`src/verilog/sct_pkg.sv`:
```
// Purpose: constants for the steamer cook timer control
// Assumes: 100 MHz clock, keys and sensors are raw pins
// Notes: Summary of operation
package sct_pkg;
  localparam int CLK_HZ = 100_000_000;
  localparam int SLOW_PER_S = 2;
  localparam int FAST_PER_S = 20;
  localparam int SLOW_HOLD_S = 5;
  localparam int BEEP_S = 4;
  localparam int MINUTE_S = 60;
  localparam int FLASH_HZ = 2;
  localparam int SLOW_TICKS = CLK_HZ / SLOW_PER_S;
  localparam int FAST_TICKS = CLK_HZ / FAST_PER_S;
  localparam int HOLD_TICKS = CLK_HZ * SLOW_HOLD_S;
  localparam int BEEP_TICKS = CLK_HZ * BEEP_S;
  localparam int FLASH_TICKS = CLK_HZ / (2 * FLASH_HZ);
  localparam logic [63:0] MINUTE_TICKS = 64'(CLK_HZ) * 64'(MINUTE_S);
  localparam logic [6:0] MAX_MIN = 7'h63;
  localparam logic [6:0] ZERO_MIN = 7'h00;
  localparam int BEEP_BIT = 23;
  typedef enum logic [1:0] {SCT_IDLE, SCT_TIMED, SCT_CONT} sct_mode_t;
endpackage : sct_pkg

```
`src/verilog/sct_sync_if.sv`:
```
// Purpose: carries synchronised pin levels between sct modules
// Assumes: single clock
// Notes: one bit per raw pin
interface sct_sync_if;
  logic [8:0] lvl;
  modport src (output lvl);
  modport dst (input lvl);
endinterface : sct_sync_if

```
`src/verilog/sct_sync.sv`:
```
// Purpose: two-flop synchroniser for all panel and sensor pins
// Assumes: pins are asynchronous to clock
// Notes: first stage read only by second stage
module sct_sync (
  input wire logic clock,
  input wire logic rst,
  input wire logic [8:0] pins,
  sct_sync_if.src sync
);
  logic [8:0] meta_ff;
  logic [8:0] lvl_ff;
  logic [8:0] nxt_meta;
  logic [8:0] nxt_lvl;

  always_comb begin
    nxt_meta = pins;
    nxt_lvl = meta_ff;
  end

  always_ff @(posedge clock or posedge rst) begin
    if (rst) begin
      meta_ff <= 9'h000;
      lvl_ff <= 9'h000;
    end else begin
      meta_ff <= nxt_meta;
      lvl_ff <= nxt_lvl;
    end
  end

  assign sync.lvl = lvl_ff;
endmodule : sct_sync

```
`src/verilog/sct_cook_timer.sv`:
```
// Purpose: control panel sequencer for counter steam cooker
// Assumes: keys high while pressed, sensors high when active
// Notes: times are parameters so simulation can shorten them
module sct_cook_timer import sct_pkg::*; #(
  parameter int SLOW_T = SLOW_TICKS,
  parameter int FAST_T = FAST_TICKS,
  parameter int HOLD_T = HOLD_TICKS,
  parameter int BEEP_T = BEEP_TICKS,
  parameter int FLASH_T = FLASH_TICKS,
  parameter logic [63:0] MINUTE_T = MINUTE_TICKS
) (
  input wire logic clock,
  input wire logic rst,
  input wire logic key_power,
  input wire logic key_cont,
  input wire logic key_timed,
  input wire logic key_up,
  input wire logic key_down,
  input wire logic door_open,
  input wire logic level_low,
  input wire logic at_temp,
  input wire logic overflow,
  output logic lamp_power,
  output logic lamp_cont,
  output logic lamp_timed,
  output logic lamp_status,
  output logic lamp_overflow,
  output logic lamp_water,
  output logic fill_valve,
  output logic heater_on,
  output logic condenser_on,
  output logic beeper,
  output logic [6:0] minutes,
  output logic display_blank
);
  // =====================================================
  // input synchronisation
  sct_sync_if sif();
  sct_sync u_sync (
    .clock(clock),
    .rst(rst),
    .pins({overflow, at_temp, level_low, door_open, key_down, key_up, key_timed, key_cont, key_power}),
    .sync(sif)
  );
  logic s_pwr;
  logic s_cont;
  logic s_timed;
  logic s_up;
  logic s_dn;
  logic s_door;
  logic s_low;
  logic s_hot;
  logic s_ovf;
  assign {s_ovf, s_hot, s_low, s_door, s_dn, s_up, s_timed, s_cont, s_pwr} = sif.lvl;

  // =====================================================
  // state
  logic [4:0] keys_ff;
  logic [4:0] nxt_keys;
  logic on_ff;
  logic nxt_on;
  sct_mode_t mode_ff;
  sct_mode_t nxt_mode;
  logic [6:0] min_ff;
  logic [6:0] nxt_min;
  logic fresh_ff;
  logic nxt_fresh;
  logic done_ff;
  logic nxt_done;
  logic [31:0] rep_ff;
  logic [31:0] nxt_rep;
  logic [31:0] hold_ff;
  logic [31:0] nxt_hold;
  logic [63:0] tick_ff;
  logic [63:0] nxt_tick;
  logic [31:0] beep_ff;
  logic [31:0] nxt_beep;
  logic [31:0] flash_cnt_ff;
  logic [31:0] nxt_flash_cnt;
  logic flash_ff;
  logic nxt_flash;
  logic lp_ff;
  logic nxt_lp;
  logic lc_ff;
  logic nxt_lc;
  logic lt_ff;
  logic nxt_lt;
  logic ls_ff;
  logic nxt_ls;
  logic lo_ff;
  logic nxt_lo;
  logic lw_ff;
  logic nxt_lw;
  logic fv_ff;
  logic nxt_fv;
  logic ht_ff;
  logic nxt_ht;
  logic cd_ff;
  logic nxt_cd;
  logic bp_ff;
  logic nxt_bp;
  logic bl_ff;
  logic nxt_bl;

  logic [4:0] press;
  logic steam_ok, counting, adj_step, fast;
  assign press = {s_dn, s_up, s_timed, s_cont, s_pwr} & ~keys_ff;

  // =====================================================
  // sequencing
  always_comb begin
    nxt_keys = {s_dn, s_up, s_timed, s_cont, s_pwr};
    nxt_on = on_ff;
    nxt_mode = mode_ff;
    nxt_min = min_ff;
    nxt_fresh = fresh_ff;
    nxt_done = done_ff;
    nxt_rep = rep_ff;
    nxt_hold = hold_ff;
    nxt_tick = tick_ff;
    nxt_beep = (beep_ff != 32'h0) ? beep_ff - 32'h1 : 32'h0;
    adj_step = 1'b0;
    fast = hold_ff >= HOLD_T;
    if (press[0]) begin
      nxt_on = ~on_ff;
      nxt_mode = SCT_IDLE;
      nxt_done = 1'b0;
    end
    if (s_ovf) begin
      nxt_on = 1'b0;
      nxt_mode = SCT_IDLE;
      nxt_beep = 32'h0;
    end
    if (on_ff && !s_ovf && !press[0]) begin
      if (press[1]) begin
        nxt_mode = (mode_ff == SCT_CONT) ? SCT_IDLE : SCT_CONT;
        if (mode_ff != SCT_CONT) nxt_min = ZERO_MIN;
        nxt_tick = 64'h0;
        nxt_done = 1'b0;
      end else if (press[2]) begin
        nxt_done = 1'b0;
        nxt_tick = 64'h0;
        if (mode_ff == SCT_TIMED) nxt_mode = SCT_IDLE;
        else if (fresh_ff && min_ff != ZERO_MIN) begin
          nxt_mode = SCT_TIMED;
          nxt_fresh = 1'b0;
        end
      end
      if (mode_ff == SCT_IDLE && (s_up ^ s_dn)) begin
        if (press[3] || press[4]) begin
          adj_step = 1'b1;
          nxt_rep = 32'h0;
          nxt_hold = 32'h0;
        end else begin
          nxt_hold = fast ? hold_ff : hold_ff + 32'h1;
          if (rep_ff >= (fast ? FAST_T : SLOW_T) - 1) begin
            adj_step = 1'b1;
            nxt_rep = 32'h0;
          end else nxt_rep = rep_ff + 32'h1;
        end
        if (adj_step) begin
          nxt_done = 1'b0;
          nxt_fresh = 1'b1;
          if (s_up && min_ff < MAX_MIN) nxt_min = min_ff + 7'h01;
          if (s_dn && min_ff > ZERO_MIN) nxt_min = min_ff - 7'h01;
        end
      end
    end
    // one count per minute hot; hold when cold
    if (counting) begin
      if (tick_ff >= MINUTE_T - 64'h1) begin
        nxt_tick = 64'h0;
        if (mode_ff == SCT_TIMED) begin
          nxt_min = min_ff - 7'h01;
          if (min_ff == 7'h01) begin
            nxt_mode = SCT_IDLE;
            nxt_done = 1'b1;
            nxt_beep = 32'(BEEP_T);
          end
        end else if (min_ff < MAX_MIN) nxt_min = min_ff + 7'h01;
      end else nxt_tick = tick_ff + 64'h1;
    end
    if (!nxt_on) begin
      nxt_mode = SCT_IDLE;
    end
  end

  // count only at temperature; steam gating
  assign steam_ok = on_ff && !s_ovf && !s_low && !s_door && mode_ff != SCT_IDLE;
  assign counting = steam_ok && s_hot && !press[1] && !press[2] && !press[0];

  // =====================================================
  // outputs
  always_comb begin
    nxt_lp = on_ff;
    nxt_lc = on_ff && mode_ff == SCT_CONT;
    nxt_lt = on_ff && mode_ff == SCT_TIMED;
    // flash when counting; steady when cold
    nxt_ls = (mode_ff != SCT_IDLE && on_ff) && (counting ? flash_ff : 1'b1);
    nxt_lo = s_ovf && flash_ff;
    nxt_lw = on_ff && !s_ovf && s_low;
    nxt_fv = on_ff && !s_ovf && s_low;
    nxt_ht = steam_ok;
    nxt_cd = steam_ok;
    nxt_bp = (beep_ff != 32'h0) && beep_ff[BEEP_BIT];
    nxt_bl = !on_ff || (done_ff && !flash_ff);
  end

  always_ff @(posedge clock or posedge rst) begin
    if (rst) begin
      lp_ff <= 1'b0;
      lc_ff <= 1'b0;
      lt_ff <= 1'b0;
      ls_ff <= 1'b0;
      lo_ff <= 1'b0;
      lw_ff <= 1'b0;
      fv_ff <= 1'b0;
      ht_ff <= 1'b0;
      cd_ff <= 1'b0;
      bp_ff <= 1'b0;
      bl_ff <= 1'b1;
    end else begin
      lp_ff <= nxt_lp;
      lc_ff <= nxt_lc;
      lt_ff <= nxt_lt;
      ls_ff <= nxt_ls;
      lo_ff <= nxt_lo;
      lw_ff <= nxt_lw;
      fv_ff <= nxt_fv;
      ht_ff <= nxt_ht;
      cd_ff <= nxt_cd;
      bp_ff <= nxt_bp;
      bl_ff <= nxt_bl;
    end
  end

  // =====================================================
  // flash timer
  // one shared phase keeps every flashing output in step
  always_comb begin
    nxt_flash_cnt = flash_cnt_ff + 32'h1;
    nxt_flash = flash_ff;
    if (flash_cnt_ff >= FLASH_T - 1) begin
      nxt_flash_cnt = 32'h0;
      nxt_flash = ~flash_ff;
    end
  end

  always_ff @(posedge clock or posedge rst) begin
    if (rst) begin
      flash_cnt_ff <= 32'h0;
      flash_ff <= 1'b0;
    end else begin
      flash_cnt_ff <= nxt_flash_cnt;
      flash_ff <= nxt_flash;
    end
  end

  // =====================================================
  // sequencing registers
  always_ff @(posedge clock or posedge rst) begin
    if (rst) begin
      keys_ff <= 5'h1F;
      on_ff <= 1'b0;
      mode_ff <= SCT_IDLE;
      min_ff <= ZERO_MIN;
      fresh_ff <= 1'b0;
      done_ff <= 1'b0;
      rep_ff <= 32'h0;
      hold_ff <= 32'h0;
      tick_ff <= 64'h0;
      beep_ff <= 32'h0;
    end else begin
      keys_ff <= nxt_keys;
      on_ff <= nxt_on;
      mode_ff <= nxt_mode;
      min_ff <= nxt_min;
      fresh_ff <= nxt_fresh;
      done_ff <= nxt_done;
      rep_ff <= nxt_rep;
      hold_ff <= nxt_hold;
      tick_ff <= nxt_tick;
      beep_ff <= nxt_beep;
    end
  end

  assign lamp_power = lp_ff;
  assign lamp_cont = lc_ff;
  assign lamp_timed = lt_ff;
  assign lamp_status = ls_ff;
  assign lamp_overflow = lo_ff;
  assign lamp_water = lw_ff;
  assign fill_valve = fv_ff;
  assign heater_on = ht_ff;
  assign condenser_on = cd_ff;
  assign beeper = bp_ff;
  assign minutes = min_ff;
  assign display_blank = bl_ff;
endmodule : sct_cook_timer

```
`config.mk`:
```
export PLATFORM = sky130hd
export DESIGN_NAME = sct_cook_timer
export DESIGN_NICKNAME = d
export VERILOG_FILES = /design/src/verilog/sct_pkg.sv /design/src/verilog/sct_sync_if.sv /design/src/verilog/sct_sync.sv /design/src/verilog/sct_cook_timer.sv
export SDC_FILE = /design/constraint.sdc
export NUM_CORES = 1
export LEC_CHECK = 0
export BUFFER_PORTS_ARGS = -buffer_cell sky130_fd_sc_hd__buf_2
export CAP_MARGIN = 20
export CORE_AREA = 2 2 202 144
export CTS_BUF_LIST = sky130_fd_sc_hd__clkbuf_8
export DETAILED_ROUTE_END_ITERATION = 8
export DIE_AREA = 0 0 204 146
export GPL_ROUTABILITY_DRIVEN = 0
export PLACE_DENSITY = 0.62
export SKIP_CTS_REPAIR_TIMING = 1
export SYNTH_ARGS = -nofsm -noshare
export SYNTH_HDL_FRONTEND = slang
export SYNTH_SLANG_ARGS = --single-unit
export TNS_END_PERCENT = 30
```
`constraint.sdc`:
```
create_clock -name clock -period 14.52 [get_ports clock]
set_input_delay 2.904 -clock clock [delete_from_list [all_inputs] [get_ports clock]]
set_output_delay 2.904 -clock clock [all_outputs]
set_load 0.02 [all_outputs]
```
After elaboration in Yosys (flattened, before gate mapping)
Index checks and enable logic that the tools add are counted.
- register bits: 237
- output and inout port bits: 18
- word-level logic and storage cells: 151
- $add $sub $neg: 8
- order comparisons: 6
- eq/ne operators: 5
- multiplexer cells: 64
- bitwise logic cells: 5
- reductions and logical operators: 40
- operators with widths (cell ; number):
    2-to-1 mux 32 bit ; 11
    2-to-1 mux 64 bit ; 5
    adder 32 x 1 -> 32 bit, second input constant ; 3
    2-to-1 mux 7 bit ; 11
    adder 64 x 1 -> 64 bit, second input constant ; 1
    >= comparator 64 x 33 -> 1 bit, second input constant ; 1
    >= comparator 32 x 25 -> 1 bit, second input constant ; 1
    >= comparator 32 x 29 -> 1 bit, second input constant ; 1
    >= comparator 32 bit ; 1
    nonzero test 32 bit ; 1
    subtractor 32 x 1 -> 32 bit, second input constant ; 1
    subtractor 26 x 1 -> 27 bit, second input constant ; 1
    2-to-1 mux 2 bit ; 13
    2-to-1 mux 26 bit ; 1
    2-to-1 mux 1 bit ; 23
    logical AND 1 bit ; 21
    logical NOT 1 bit ; 8
    adder 7 x 1 -> 7 bit, second input constant ; 1
    == test 7 x 1 -> 1 bit, second input constant ; 1
    > comparator 7 x 1 -> 1 bit, second input constant ; 1
    < comparator 7 bit, second input constant ; 1
    nonzero test 7 bit ; 1
    subtractor 7 x 1 -> 7 bit, second input constant ; 1
    AND 5 bit ; 1
    other kinds (13) ; 17

Depth between registers and ports, before layout
Gate-level depths: netlist of the first run.
- depth in word-level cells: 15
- mapped depth: 15

Modules after synthesis
A second synthesis of the first run with hierarchy kept.
- cells, all modules: 1172
- area total of the unflattened synthesis: 11713.7 sq um
- by module, submodules not included (module ; instances ; cells an instance ; area each (sq um) ; sequential area each (sq um)):
    sct_cook_timer ; 1 ; 1153 ; 11259.5 ; 5487.8
    sct_sync ; 1 ; 19 ; 454.2 ; 450.4

Worst setup path after synthesis of the first run
OpenSTA, ideal clock, no wires.
- kind: register -> output
- start point: reg condenser_on (netlist name)
- end point: out heater_on
- arrival: 0.613 ns
- required time: 11.616 ns
- path slack: 11.003 ns
- stages on the path, launching flop included: 2
- path buffers: 1
- cells stage by stage: dfrtp_1 -> buf_4
- RTL lines (item ; line ; text):
    to (decl) ; sct_cook_timer.sv:30 ; output logic heater_on,

Worst setup path in the final report of the first run
- start point: reg hold_ff[26]
- end point: reg min_ff[5] (netlist: minutes[5])
- word-level cells in the longest chain between the ends: 15
- ends and longest elaborated chain (item ; line ; text):
    from (decl) ; sct_cook_timer.sv:72 ; logic [31:0] hold_ff;
    from (signal assigned) ; sct_cook_timer.sv:281 ; hold_ff <= nxt_hold;
    >= comparator 32 x 29 -> 1 bit * ; sct_cook_timer.sv:123 ; fast = hold_ff >= HOLD_T;
    2-to-1 mux 26 bit * ; sct_cook_timer.sv:156 ; if (rep_ff >= (fast ? FAST_T : SLOW_T) - 1) begin
    subtractor 26 x 1 -> 27 bit * ; sct_cook_timer.sv:156 ;
    >= comparator 32 bit * ; sct_cook_timer.sv:156 ;
    2-to-1 mux 1 bit * ; sct_cook_timer.sv:156 ;
    2-to-1 mux 1 bit * ; sct_cook_timer.sv:150 ; if (press[3] || press[4]) begin
    2-to-1 mux 1 bit * ; sct_cook_timer.sv:149 ; if (mode_ff == SCT_IDLE && (s_up ^ s_dn)) begin
    2-to-1 mux 1 bit * ; sct_cook_timer.sv:134 ; if (on_ff && !s_ovf && !press[0]) begin
    2-to-1 mux 7 bit * ; sct_cook_timer.sv:161 ; if (adj_step) begin
    2-to-1 mux 7 bit * ; sct_cook_timer.sv:149 ;
    2-to-1 mux 7 bit * ; sct_cook_timer.sv:134 ;
    2-to-1 mux 7 bit ; sct_cook_timer.sv:180 ; end else if (min_ff < MAX_MIN) nxt_min = min_ff + 7'h01;
    2-to-1 mux 7 bit ; sct_cook_timer.sv:173 ; if (mode_ff == SCT_TIMED) begin
    2-to-1 mux 7 bit ; sct_cook_timer.sv:171 ; if (tick_ff >= MINUTE_T - 64'h1) begin
    2-to-1 mux 7 bit * ; sct_cook_timer.sv:170 ; if (counting) begin
    named net nxt_min[5] ; sct_cook_timer.sv:65 ; logic [6:0] nxt_min;
    to (signal assigned) ; sct_cook_timer.sv:277 ; min_ff <= nxt_min;
    to (decl) ; sct_cook_timer.sv:64 ; logic [6:0] min_ff;
Mark *: on every way through the listed nets, which the timed path passes. The rest lies on a longest branch. The select of a mux whose other input is x is not followed.
A chain may end at the register's enable or synchronous reset.

==> summary.txt, run 1 <==
Timing
  • Fmax: 225 MHz
  • Final setup fails: 0
  • Post-Route Setup TNS: 0 ps
  • Final Hold Fails: 0
  • Final-report max-slew violation count: 0
  • Fin Hold WS: 351 ps
  • Crit share post-route: 30.6%
  • Worst Skew: 18.9 ps
  • Slew headroom: 35.6%
  • RSZ-0062 raised after global routing: no
  • Minimum clock period: 4440 ps
  • Actual transition at the worst max-transition pin: 962 ps

Routing
  • Wire per inst: 15.0 µm
  • Drt drc: 0
  • Post-DRT Antenna Nets: 0
  • Final wirelength: 24.6 mm
  • Vias post-DR: 8618
  • Initial drt markers: 555
  • Vias per cell: 5.26
  • Drt first pass iters: 5

Status
  • Status: finished, final reports clean

Setup path
  • Crit path launch type: register
  • Critical path origin: hold_ff[26]
  • RR Startpoint: hold_ff[26]
  • Crit path required time: 14890 ps
  • Critical-path maximum fanout: 21
  • Crit path arrival time: 4810 ps
  • Crit Path Category: reg2reg
  • Crit. End Element: register

Synthesis
  • Xor/xnor cell area share of the yosys netlist: 8.41%
  • Share of the synthesized area in the top cell type: 50.0%
  • Post-synthesis adder-cell area fraction: 2.60%
  • Cells after Synth: 1194
  • Top_reg_cell synth: dfrtp_1
  • Register area share after synthesis: 51.4%
  • Largest family of logic cells by synthesized area: simple AND/OR/NAND/NOR gates
  • Post-synth ARST share: 100%
  • Mux contribution to synthesized area: 0.173%
  • Syn Area/Cell: 9.68 µm²
  • Post-synthesis simple-gate area fraction: 24.8%
  • Synth cell types: 76
  • Cell taking the most area after synthesis: dfrtp_1
  • Number of synthesized flops with an enable pin: 0
  • Synth Cell Area: 11600 µm²
  • Yosys warning count: 0
  • Most frequent cells after synthesis: 231 x dfrtp_1, 167 x nor2_1, 119 x nand2_1
  • Top cells by area, synth: dfrtp_1 50%, nor2_1 5.4%, xor2_1 4.5%
  • Compound-Gate Fraction of Synth Area: 10.2%
  • Synth Register Bits: 237
  • Top-count cell post-synth: dfrtp_1

Floorplan
  • Total die area: 29800 µm²
  • # rows: 51
  • Initial Utilization: 41.7%
  • IO Pins: 29
  • Die X: 204 µm
  • Core area: 27700 µm²
  • Die height: 146 µm

Min path
  • HP Class: reg2reg
  • Worst hold start: u_sync.meta_ff[8]

CTS
  • Clock Path Buffers: 3
  • Worst skew pair latency: 550 ps
  • CTS sink count: 237
  • H-tree levels: 2
  • Root buffer selected by CTS: clkbuf_8
  • Clock transition at path regs: 60 ps
  • CTS tree: built
  • Total CTS buffers: 40

Placement
  • Post-DP HPWL: 16.5 mm
  • IO Port Bufs: 28

Final layout
  • Diodes inserted: 0
  • Fillers: 2637
  • Nets: 1271
  • Area Overhead vs Synth: 12.3%
  • Share of cells above drive strength 1: 9.79%

Pwr
  • Leakage Power: 6.04 nW
  • Switching power: 359 µW
  • Reg power frac: 49.0%
  • Combinational share of power: 6.5%
  • Sw frac: 25.1%
  • PD cells: 110 nW/µm²
  • Internal: 1.07 mW
  • Clock power frac: 44.5%
  • Worst VDD drop: 0.0000636 V

GRT
  • Vias in the first global route: 8058
  • First-pass GRT wire length: 41.8 mm
  • GRT Util Overall: 17.0%
  • Total grt overflow: 0
  • Pin count of the biggest net entering global routing: 109
  • Initial antenna violation count: 0

Run
  • Max Cap Violations: 0
[worst max-delay path, cell delays in order (launching register included)]
cell	delay, ps
dfrtp_1	410
and3_1	220
a2111o_1	450
nor4_2	190
a21oi_1	340
ha_1	310
or4_1	490
nor4_1	260
o2111a_1	250
o32ai_1	140
nor2_1	420
nor2_2	200
buf_4	260
o22ai_1	200
a32oi_1	120
[final timing paths]
path,end,slack (ps),cells after the start
worst min register to register,u_sync.sync.lvl[8],350,0
worst min-delay path,u_sync.sync.lvl[8],350,0
worst max register to register,minutes[5],10080,14
worst max-delay path,minutes[5],10080,14
min in group asynchronous,u_sync.meta_ff[0],2480,2
max in group asynchronous,hold_ff[26],10630,3
[layout make-up]
type | instances | area [µm²] | share of cell area (%)
clock inverter | 20 | 144 | 1.11
inverter | 24 | 97.6 | 0.752
tap | 371 | 464 | 3.58
clock buffer | 53 | 729 | 5.62
sequential | 237 | 5940 | 45.8
multi-input combinational | 896 | 5390 | 41.5
timing repair buffer | 37 | 215 | 1.66
[power by group through the flow]
stage                     combinational [mW]  sequential [mW]  clock [mW]
after floorplan                       0.0667            0.707           0
after global placement                0.0914            0.712           0
after detailed placement              0.0930            0.712           0
after CTS                             0.0933            0.700       0.656
after global routing                   0.105            0.703       0.687
final                                 0.0926            0.701       0.637
[registers in the layout, indices dropped and copies added, names as in the netlist, 2 cells and up]
| signal | flops |
|---|---|
| mode_ff | 2 |
| tick_ff | 64 |
| u_sync.sync.lvl | 9 |
| hold_ff | 32 |
| rep_ff | 32 |
| u_sync.meta_ff | 9 |
| flash_cnt_ff | 32 |
| beep_ff | 32 |
| minutes | 7 |
| keys_ff | 5 |
[layer usage]
metal  up-vias  GRT usage, %  share of wire (%)
met2       193          21.6                 39
met1      4137          28.3                 54
li1       4254             -                  -
met4         0          4.31                1.7
met3        34          3.45                5.1
met5         -             0                  0
[cells by family after synthesis]
group           after synthesis
fa+ha+maj                    24
mux                           2
other cells                   1
compound gates              183
simple gates                569
buf+inv                      67
flops                       237
xor+xnor                    111
[metrics by stage]
| stage | utilization, % | setup WS (ps) | cells | area [µm²] | power (mW) |
|---|---|---|---|---|---|
| after global placement | 43.6 | 9970 | 1563 | 12100 | 0.804 |
| after CTS | 46.8 | 10130 | 1637 | 13000 | 1.45 |
| final | 46.9 | 10080 | 1638 | 13000 | 1.43 |
| after floorplan | - | 5120 | 1200 | 11600 | 0.773 |
| after global routing | 46.9 | 9570 | 1638 | 13000 | 1.49 |
| after detailed placement | 43.7 | 9960 | 1564 | 12100 | 0.805 |
[layout by cell type, fill, tap and decap left out, types with 35 or more instances in the layout]
| cell | count |
|---|---|
| dfrtp_1 | 231 |
| nor2_1 | 165 |
| nand2_1 | 119 |
| o21ai_0 | 65 |
| xor2_1 | 60 |
| nand3_1 | 58 |
| clkbuf_8 | 53 |
| xnor2_1 | 51 |
| and2_1 | 45 |
| inv_1 | 35 |
Note: power is estimated with default switching activity, not from simulation.
==> run 2: changes to the inputs <==
==> constraint.sdc (replaced) <==
create_clock -name clock -period 4.65 [get_ports clock]
set_input_delay 0.93 -clock clock [delete_from_list [all_inputs] [get_ports clock]]
set_output_delay 0.93 -clock clock [all_outputs]
set_load 0.02 [all_outputs]
==> summary.txt, run 2 (synthesis results as in run 1) <==
CTS
  • Worst skew pair latency: 550 ps (about the same)
  • Total CTS buffers: 39 (-2.5%)
  • CTS sink count: 237 (unchanged)
  • Clock transition at path regs: 50 ps (about the same)
  • Clock Path Buffers: 3 (unchanged)
  • CTS tree: built
  • H-tree levels: 2 (unchanged)
  • Root buffer selected by CTS: clkbuf_8

GRT
  • M1 GR Usage: 26.8% (-1.5 points)
  • First-pass GRT wire length: 41.2 mm (-1.5%)
  • Met2 Use GR: 22.0% (+0.43 points)
  • Vias in the first global route: 8119 (+0.76%)
  • GR Util met3: 3.40% (-0.045 points)
  • Total grt overflow: 0 (unchanged)
  • GRT busiest layer: met1
  • Initial antenna violation count: 0 (unchanged)
  • Pin count of the biggest net entering global routing: 135 (+24%)
  • GRT Util Overall: 16.6% (-0.33 points)

Setup path
  • Crit path arrival time: 4540 ps (-270 ps)
  • Cell mode on critical path: buf_4
  • Critical path's slowest cell: or4_1
  • Crit path required time: 5070 ps (-9820 ps)
  • Crit path launch type: register
  • Worst path cell trace: and3_1 -> a2111o_1 -> nor4_2 -> a21oi_1 -> buf_4 -> ha_1 -> or4_1 -> nor4_1 -> o2111a_1 -> o32ai_1 -> nor2_1 -> nor2_2 -> buf_4 -> a32oi_1 -> nand2_1
  • FF-to-FF path depth: 15 (+1)
  • RR Startpoint: hold_ff[26]
  • Critical-path maximum fanout: 19 (-9.5%)
  • Crit. End Element: register
  • CP peak stage delay: 490 ps (about the same)
  • Crit Path Category: reg2reg
  • Reg2reg setup slack: 530 ps (-9550 ps)
  • RR Endpoint: minutes[2]

Timing
  • Actual transition at the worst max-transition pin: 914 ps (-48.1 ps)
  • Crit share post-route: 88.5% (+58 points)
  • Minimum clock period: 4120 ps (-321 ps)
  • Slew headroom: 38.9% (+3.3 points)
  • Final setup fails: 0 (unchanged)
  • RSZ-0062 raised after global routing: no
  • Post-Route Setup TNS: 0 ps (unchanged)
  • Worst Skew: 17.1 ps (-1.83 ps)
  • Crit path setup slack, layout: 533 ps (-9550 ps)
  • Final-report max-slew violation count: 0 (unchanged)
  • Fmax: 243 MHz (+7.8%)
  • Final Hold Fails: 0 (unchanged)

Min path
  • Hold Path Depth: 0 (unchanged)
  • Worst Hold End: u_sync.sync.lvl[5]
  • HP Class: reg2reg
  • Worst hold start: u_sync.meta_ff[5]

Routing
  • Wire per inst: 14.7 µm (-1.9%)
  • Vias per cell: 5.26 (about the same)
  • Drt first pass iters: 4 (-1)
  • Final wirelength: 24.2 mm (-1.6%)
  • Post-DRT Antenna Nets: 0 (unchanged)
  • Initial drt markers: 677 (+22%)
  • Vias post-DR: 8641 (+0.27%)
  • Drt drc: 0 (unchanged)

Pwr
  • PD cells: 334 nW/µm² (+200%)
  • Switching power: 1.10 mW (+210%)
  • Clock power frac: 42.7% (-1.8 points)
  • Sw frac: 25.3% (+0.24 points)
  • Internal: 3.24 mW (+200%)
  • Worst VDD drop: 0.000214 V (+240%)
  • Combinational share of power: 6.8% (+0.3 points)
  • Leakage Power: 6.06 nW (+0.29%)
  • Reg power frac: 50.5% (+1.5 points)

Floorplan
  • Initial Utilization: 41.7% (unchanged)
  • Total die area: 29800 µm² (unchanged)
  • Core area: 27700 µm² (unchanged)
  • # rows: 51 (unchanged)
  • Die X: 204 µm (unchanged)
  • Die height: 146 µm (unchanged)
  • IO Pins: 29 (unchanged)

Final layout
  • Largest register FFs: 64 (unchanged)
  • Most common cell after layout, fill and taps aside: dfrtp_1
  • Share of cells above drive strength 1: 10.1% (+0.28 points)
  • Fin area: 13000 µm² (about the same)
  • FF/Latch Area: 5940 µm² (unchanged)
  • Post-route insts no fill: 1643 (+0.31%)
  • Area Overhead vs Synth: 12.4% (about the same)
  • Fillers: 2619 (-0.68%)
  • Nets: 1278 (+0.55%)
  • Diodes inserted: 0 (unchanged)
  • Multi-input logic area: 5390 µm² (unchanged)
  • Commonest non-fill, non-tap cells in the layout: 231 x dfrtp_1, 165 x nor2_1, 119 x nand2_1, 65 x o21ai_0, 60 x xor2_1
  • Top reg by flops: tick_ff

Placement
  • Placed Instances: 1572 (+0.51%)
  • Area post-placement: 12200 µm² (+0.67%)
  • Post-place setup slack: 545 ps (-9420 ps)
  • IO Port Bufs: 28 (unchanged)
  • Post-DP HPWL: 16.2 mm (-1.4%)

Run
  • Max Cap Violations: 0 (unchanged)

Status
  • Status: finished, final reports clean
-- run 2: cell count changes in the layout (fill, tap and decap cells not counted), sizes merged --
| cell | change |
|---|---|
| buf | +8 |
| bufinv | -1 |
| clkbuf | -3 |
| clkinv | +1 |
-- run 2: metrics by stage --
stage	util, %	total power [mW]	hold WS, ps
3_3_place_gp	43.9	2.51	333
5_1_grt	46.9	4.53	349
6_report	46.9	4.34	346
3_5_place_dp	44.0	2.52	336
2_1_floorplan	-	2.42	331
4_1_cts	46.9	4.40	347
-- run 2: routing by layer --
layer  part of all wire, %  vias up
met5                     0        -
met4                   1.7        0
met3                   5.2       40
met2                    40      199
met1                    53     4134
li1                      -     4268
-- run 2: worst max-delay path: cells and delay by family (launching register included) --
kind,cells,cell delay [ps]
compound gates,5,1210
fa+ha+maj,1,170
buf+inv,2,460
flops,1,410
simple gates,7,1740
-- run 2: power groups by stage --
stage / clock network, mW / logic [mW] / registers (mW)
floorplan: 0 / 0.209 / 2.21
global placement: 0 / 0.292 / 2.22
detailed placement: 0 / 0.295 / 2.22
CTS: 1.92 / 0.298 / 2.19
global route: 2.00 / 0.334 / 2.20
finish: 1.85 / 0.294 / 2.19
-- run 2: final cells by class --
cell class              count  area share, %
repair buffers             45           2.31
inverters                  24          0.722
clock buffers              50           5.30
flip-flops and latches    237           45.7
well taps                 371           3.57
clock inverters            20          0.886
multi-input cells         896           41.5
-- run 2: worst max-delay path by stage --
stage / start / end / slack [ps] / depth (start not counted)
6_report: hold_ff[26] / minutes[2] / 530 / 15
5_1_grt: hold_ff[26] / minutes[2] / 180 / 15
4_1_cts: hold_ff[26] / minutes[2] / 530 / 14
3_5_place_dp: hold_ff[26] / minutes[2] / 550 / 14
3_3_place_gp: hold_ff[26] / minutes[2] / 650 / 15
2_1_floorplan: rst / beep_ff[0] / 620 / 1
==> run 3: changes to the inputs <==
--- a/config.mk
+++ b/config.mk
@@ -11,8 +11,7 @@
 export CTS_BUF_LIST = sky130_fd_sc_hd__clkbuf_8
 export DETAILED_ROUTE_END_ITERATION = 8
 export DIE_AREA = 0 0 204 146
-export GPL_ROUTABILITY_DRIVEN = 0
-export PLACE_DENSITY = 0.62
+export PLACE_DENSITY = 0.64
 export SKIP_CTS_REPAIR_TIMING = 1
 export SYNTH_ARGS = -nofsm -noshare
 export SYNTH_HDL_FRONTEND = slang
==> summary.txt, run 3 (synthesis results as in run 1) <==
Timing
  • Crit share post-route: 88.0% (-0.55 points)
  • Fin Hold WS: 294 ps (-52.1 ps)
  • Fmax: 244 MHz (+0.63%)
  • Minimum clock period: 4090 ps (-25.7 ps)
  • Final-report max-slew violation count: 0 (unchanged)
  • Final Hold Fails: 0 (unchanged)
  • Actual transition at the worst max-transition pin: 944 ps (+30.2 ps)
  • RSZ-0062 raised after global routing: no
  • Post-Route Setup TNS: 0 ps (unchanged)
  • Final setup fails: 0 (unchanged)
  • Worst Skew: 23.8 ps (+6.68 ps)
  • Slew headroom: 36.8% (-2.2 points)

GRT
  • Initial antenna violation count: 0 (unchanged)
  • GRT Util Overall: 17.1% (+0.44 points)
  • Total grt overflow: 0 (unchanged)
  • Pin count of the biggest net entering global routing: 89 (-34%)
  • Vias in the first global route: 8328 (+2.6%)
  • First-pass GRT wire length: 42.5 mm (+3.3%)

Pwr
  • Worst VDD drop: 0.000218 V (+1.9%)
  • Leakage Power: 6.08 nW (+0.22%)
  • PD cells: 330 nW/µm² (-1.3%)

CTS
  • Total CTS buffers: 38 (-2.6%)
  • H-tree levels: 2 (unchanged)
  • Clock transition at path regs: 60 ps (about the same)
  • Clock Path Buffers: 3 (unchanged)
  • CTS sink count: 237 (unchanged)
  • CTS tree: built
  • Root buffer selected by CTS: clkbuf_8
  • Worst skew pair latency: 530 ps (-20 ps)

Setup path
  • Crit path required time: 5060 ps (about the same)
  • Critical path's slowest cell: or4_1
  • RR Endpoint: minutes[2]
  • Crit path arrival time: 4500 ps (-40 ps)
  • Critical path buffers and inverters: 1 (-1)
  • Reg2reg setup slack: 560 ps (+30 ps)
  • Crit Path Category: reg2reg
  • Crit. End Element: register
  • Critical path origin: hold_ff[26]
  • Worst path cell trace: and3_1 -> a2111o_1 -> nor4_2 -> a21oi_1 -> ha_1 -> or4_1 -> nor4_1 -> o2111a_1 -> o32ai_1 -> nor2_1 -> nor2_2 -> buf_4 -> a32oi_1 -> nand2_1
  • CP peak stage delay: 510 ps (+20 ps)
  • Delay-heaviest family, CP: simple AND/OR/NAND/NOR gates
  • Cell count along the critical path: 14 (-1)
  • Crit path to: minutes[2]
  • FF-to-FF path depth: 14 (-1)
  • RR Startpoint: hold_ff[26]
  • Critical-path maximum fanout: 12 (-7)
  • Crit path launch type: register

Floorplan
  • IO Pins: 29 (unchanged)
  • Die height: 146 µm (unchanged)
  • Initial Utilization: 41.7% (unchanged)
  • Core area: 27700 µm² (unchanged)
  • Total die area: 29800 µm² (unchanged)
  • Die X: 204 µm (unchanged)
  • # rows: 51 (unchanged)

Final layout
  • Nets: 1278 (unchanged)
  • Commonest non-fill, non-tap cells in the layout: 231 x dfrtp_1, 165 x nor2_1, 119 x nand2_1, 65 x o21ai_0, 60 x xor2_1
  • Top reg by flops: tick_ff
  • Fillers: 2644 (+0.95%)
  • Largest register FFs: 64 (unchanged)
  • Diodes inserted: 0 (unchanged)
  • Most common cell after layout, fill and taps aside: dfrtp_1
  • Area Overhead vs Synth: 12.5%
  • Share of cells above drive strength 1: 10.1% (+0.071 points)

Routing
  • Wire per inst: 15.0 µm (+1.7%)
  • Final wirelength: 24.6 mm (+1.7%)
  • Initial drt markers: 656 (-3.1%)
  • Vias per cell: 5.29 (+0.60%)
  • Post-DRT Antenna Nets: 0 (unchanged)
  • Vias post-DR: 8698 (+0.66%)
  • Drt first pass iters: 5 (+1)
  • Drt drc: 0 (unchanged)

Run
  • Max Cap Violations: 0 (unchanged)

Placement
  • IO Port Bufs: 28 (unchanged)
  • Final Wtd Congestion: 0.867
  • Post-DP HPWL: 16.5 mm (+1.5%)

Status
  • Status: finished, final reports clean

Min path
  • HP Class: in2async
-- run 3: cell types whose count changed in the layout (fill, tap and decap cells not counted) --
cell        change
buf_8           -1
clkinv_4        +1
clkinvlp_4      -1
buf_4           -1
buf_16          +1
clkinv_2        +2
buf_12          +2
inv_6           -1
bufinv_16       -1
-- run 3: area by class of cell --
class | count | area (µm²) | area share [%]
clock buffer | 50 | 688 | 5.29
clock inverter | 20 | 87.6 | 0.673
inverter | 24 | 93.8 | 0.721
multi-input combinational | 896 | 5390 | 41.4
sequential | 237 | 5940 | 45.7
tap | 371 | 464 | 3.57
timing repair buffer | 46 | 345 | 2.65
-- run 3: worst min-delay path by stage --
stage / slack, ps / end
finish: 290 / tick_ff[12]
global route: 280 / tick_ff[12]
CTS: 350 / u_sync.sync.lvl[0]
detailed placement: 340 / u_sync.sync.lvl[5]
global placement: 330 / u_sync.sync.lvl[0]
floorplan: 330 / u_sync.sync.lvl[0]
-- run 3: through the flow --
stage	utilization (%)	total power, mW	worst slack [ps]	instance area (µm²)	cells
detailed placement	44.0	2.52	574	12200	1572
global route	47.0	4.49	149	13000	1644
finish	47.0	4.29	558	13000	1644
global placement	43.9	2.51	754	12200	1571
CTS	46.8	4.34	573	13000	1642
floorplan	-	2.42	619	11600	1200
-- run 3: metal layers --
metal  GRT usage [%]  wire length [µm]  up-vias
li1                -                 -     4263
met3            3.40              1130       32
met4            3.80               331        0
met5               0                 0        -
met1            27.3             13200     4245
met2            23.5              9900      158
-- run 3: where the power goes --
part           leakage (nW)  total [mW]  switching, mW  internal (mW)
Clock                 0.456        1.80          0.837          0.966
Sequential             3.20        2.18         0.0681           2.11
Combinational          2.42       0.300          0.195          0.105
-- run 3: worst reg2reg max path, stage by stage, from the launching register on --
cell and delay (ps):
dfrtp_1 410, and3_1 210, a2111o_1 440, nor4_2 190, a21oi_1 240, ha_1 260
or4_1 510, nor4_1 290, o2111a_1 260, o32ai_1 170, nor2_1 370, nor2_2 200
buf_4 220, a32oi_1 150, nand2_1 70
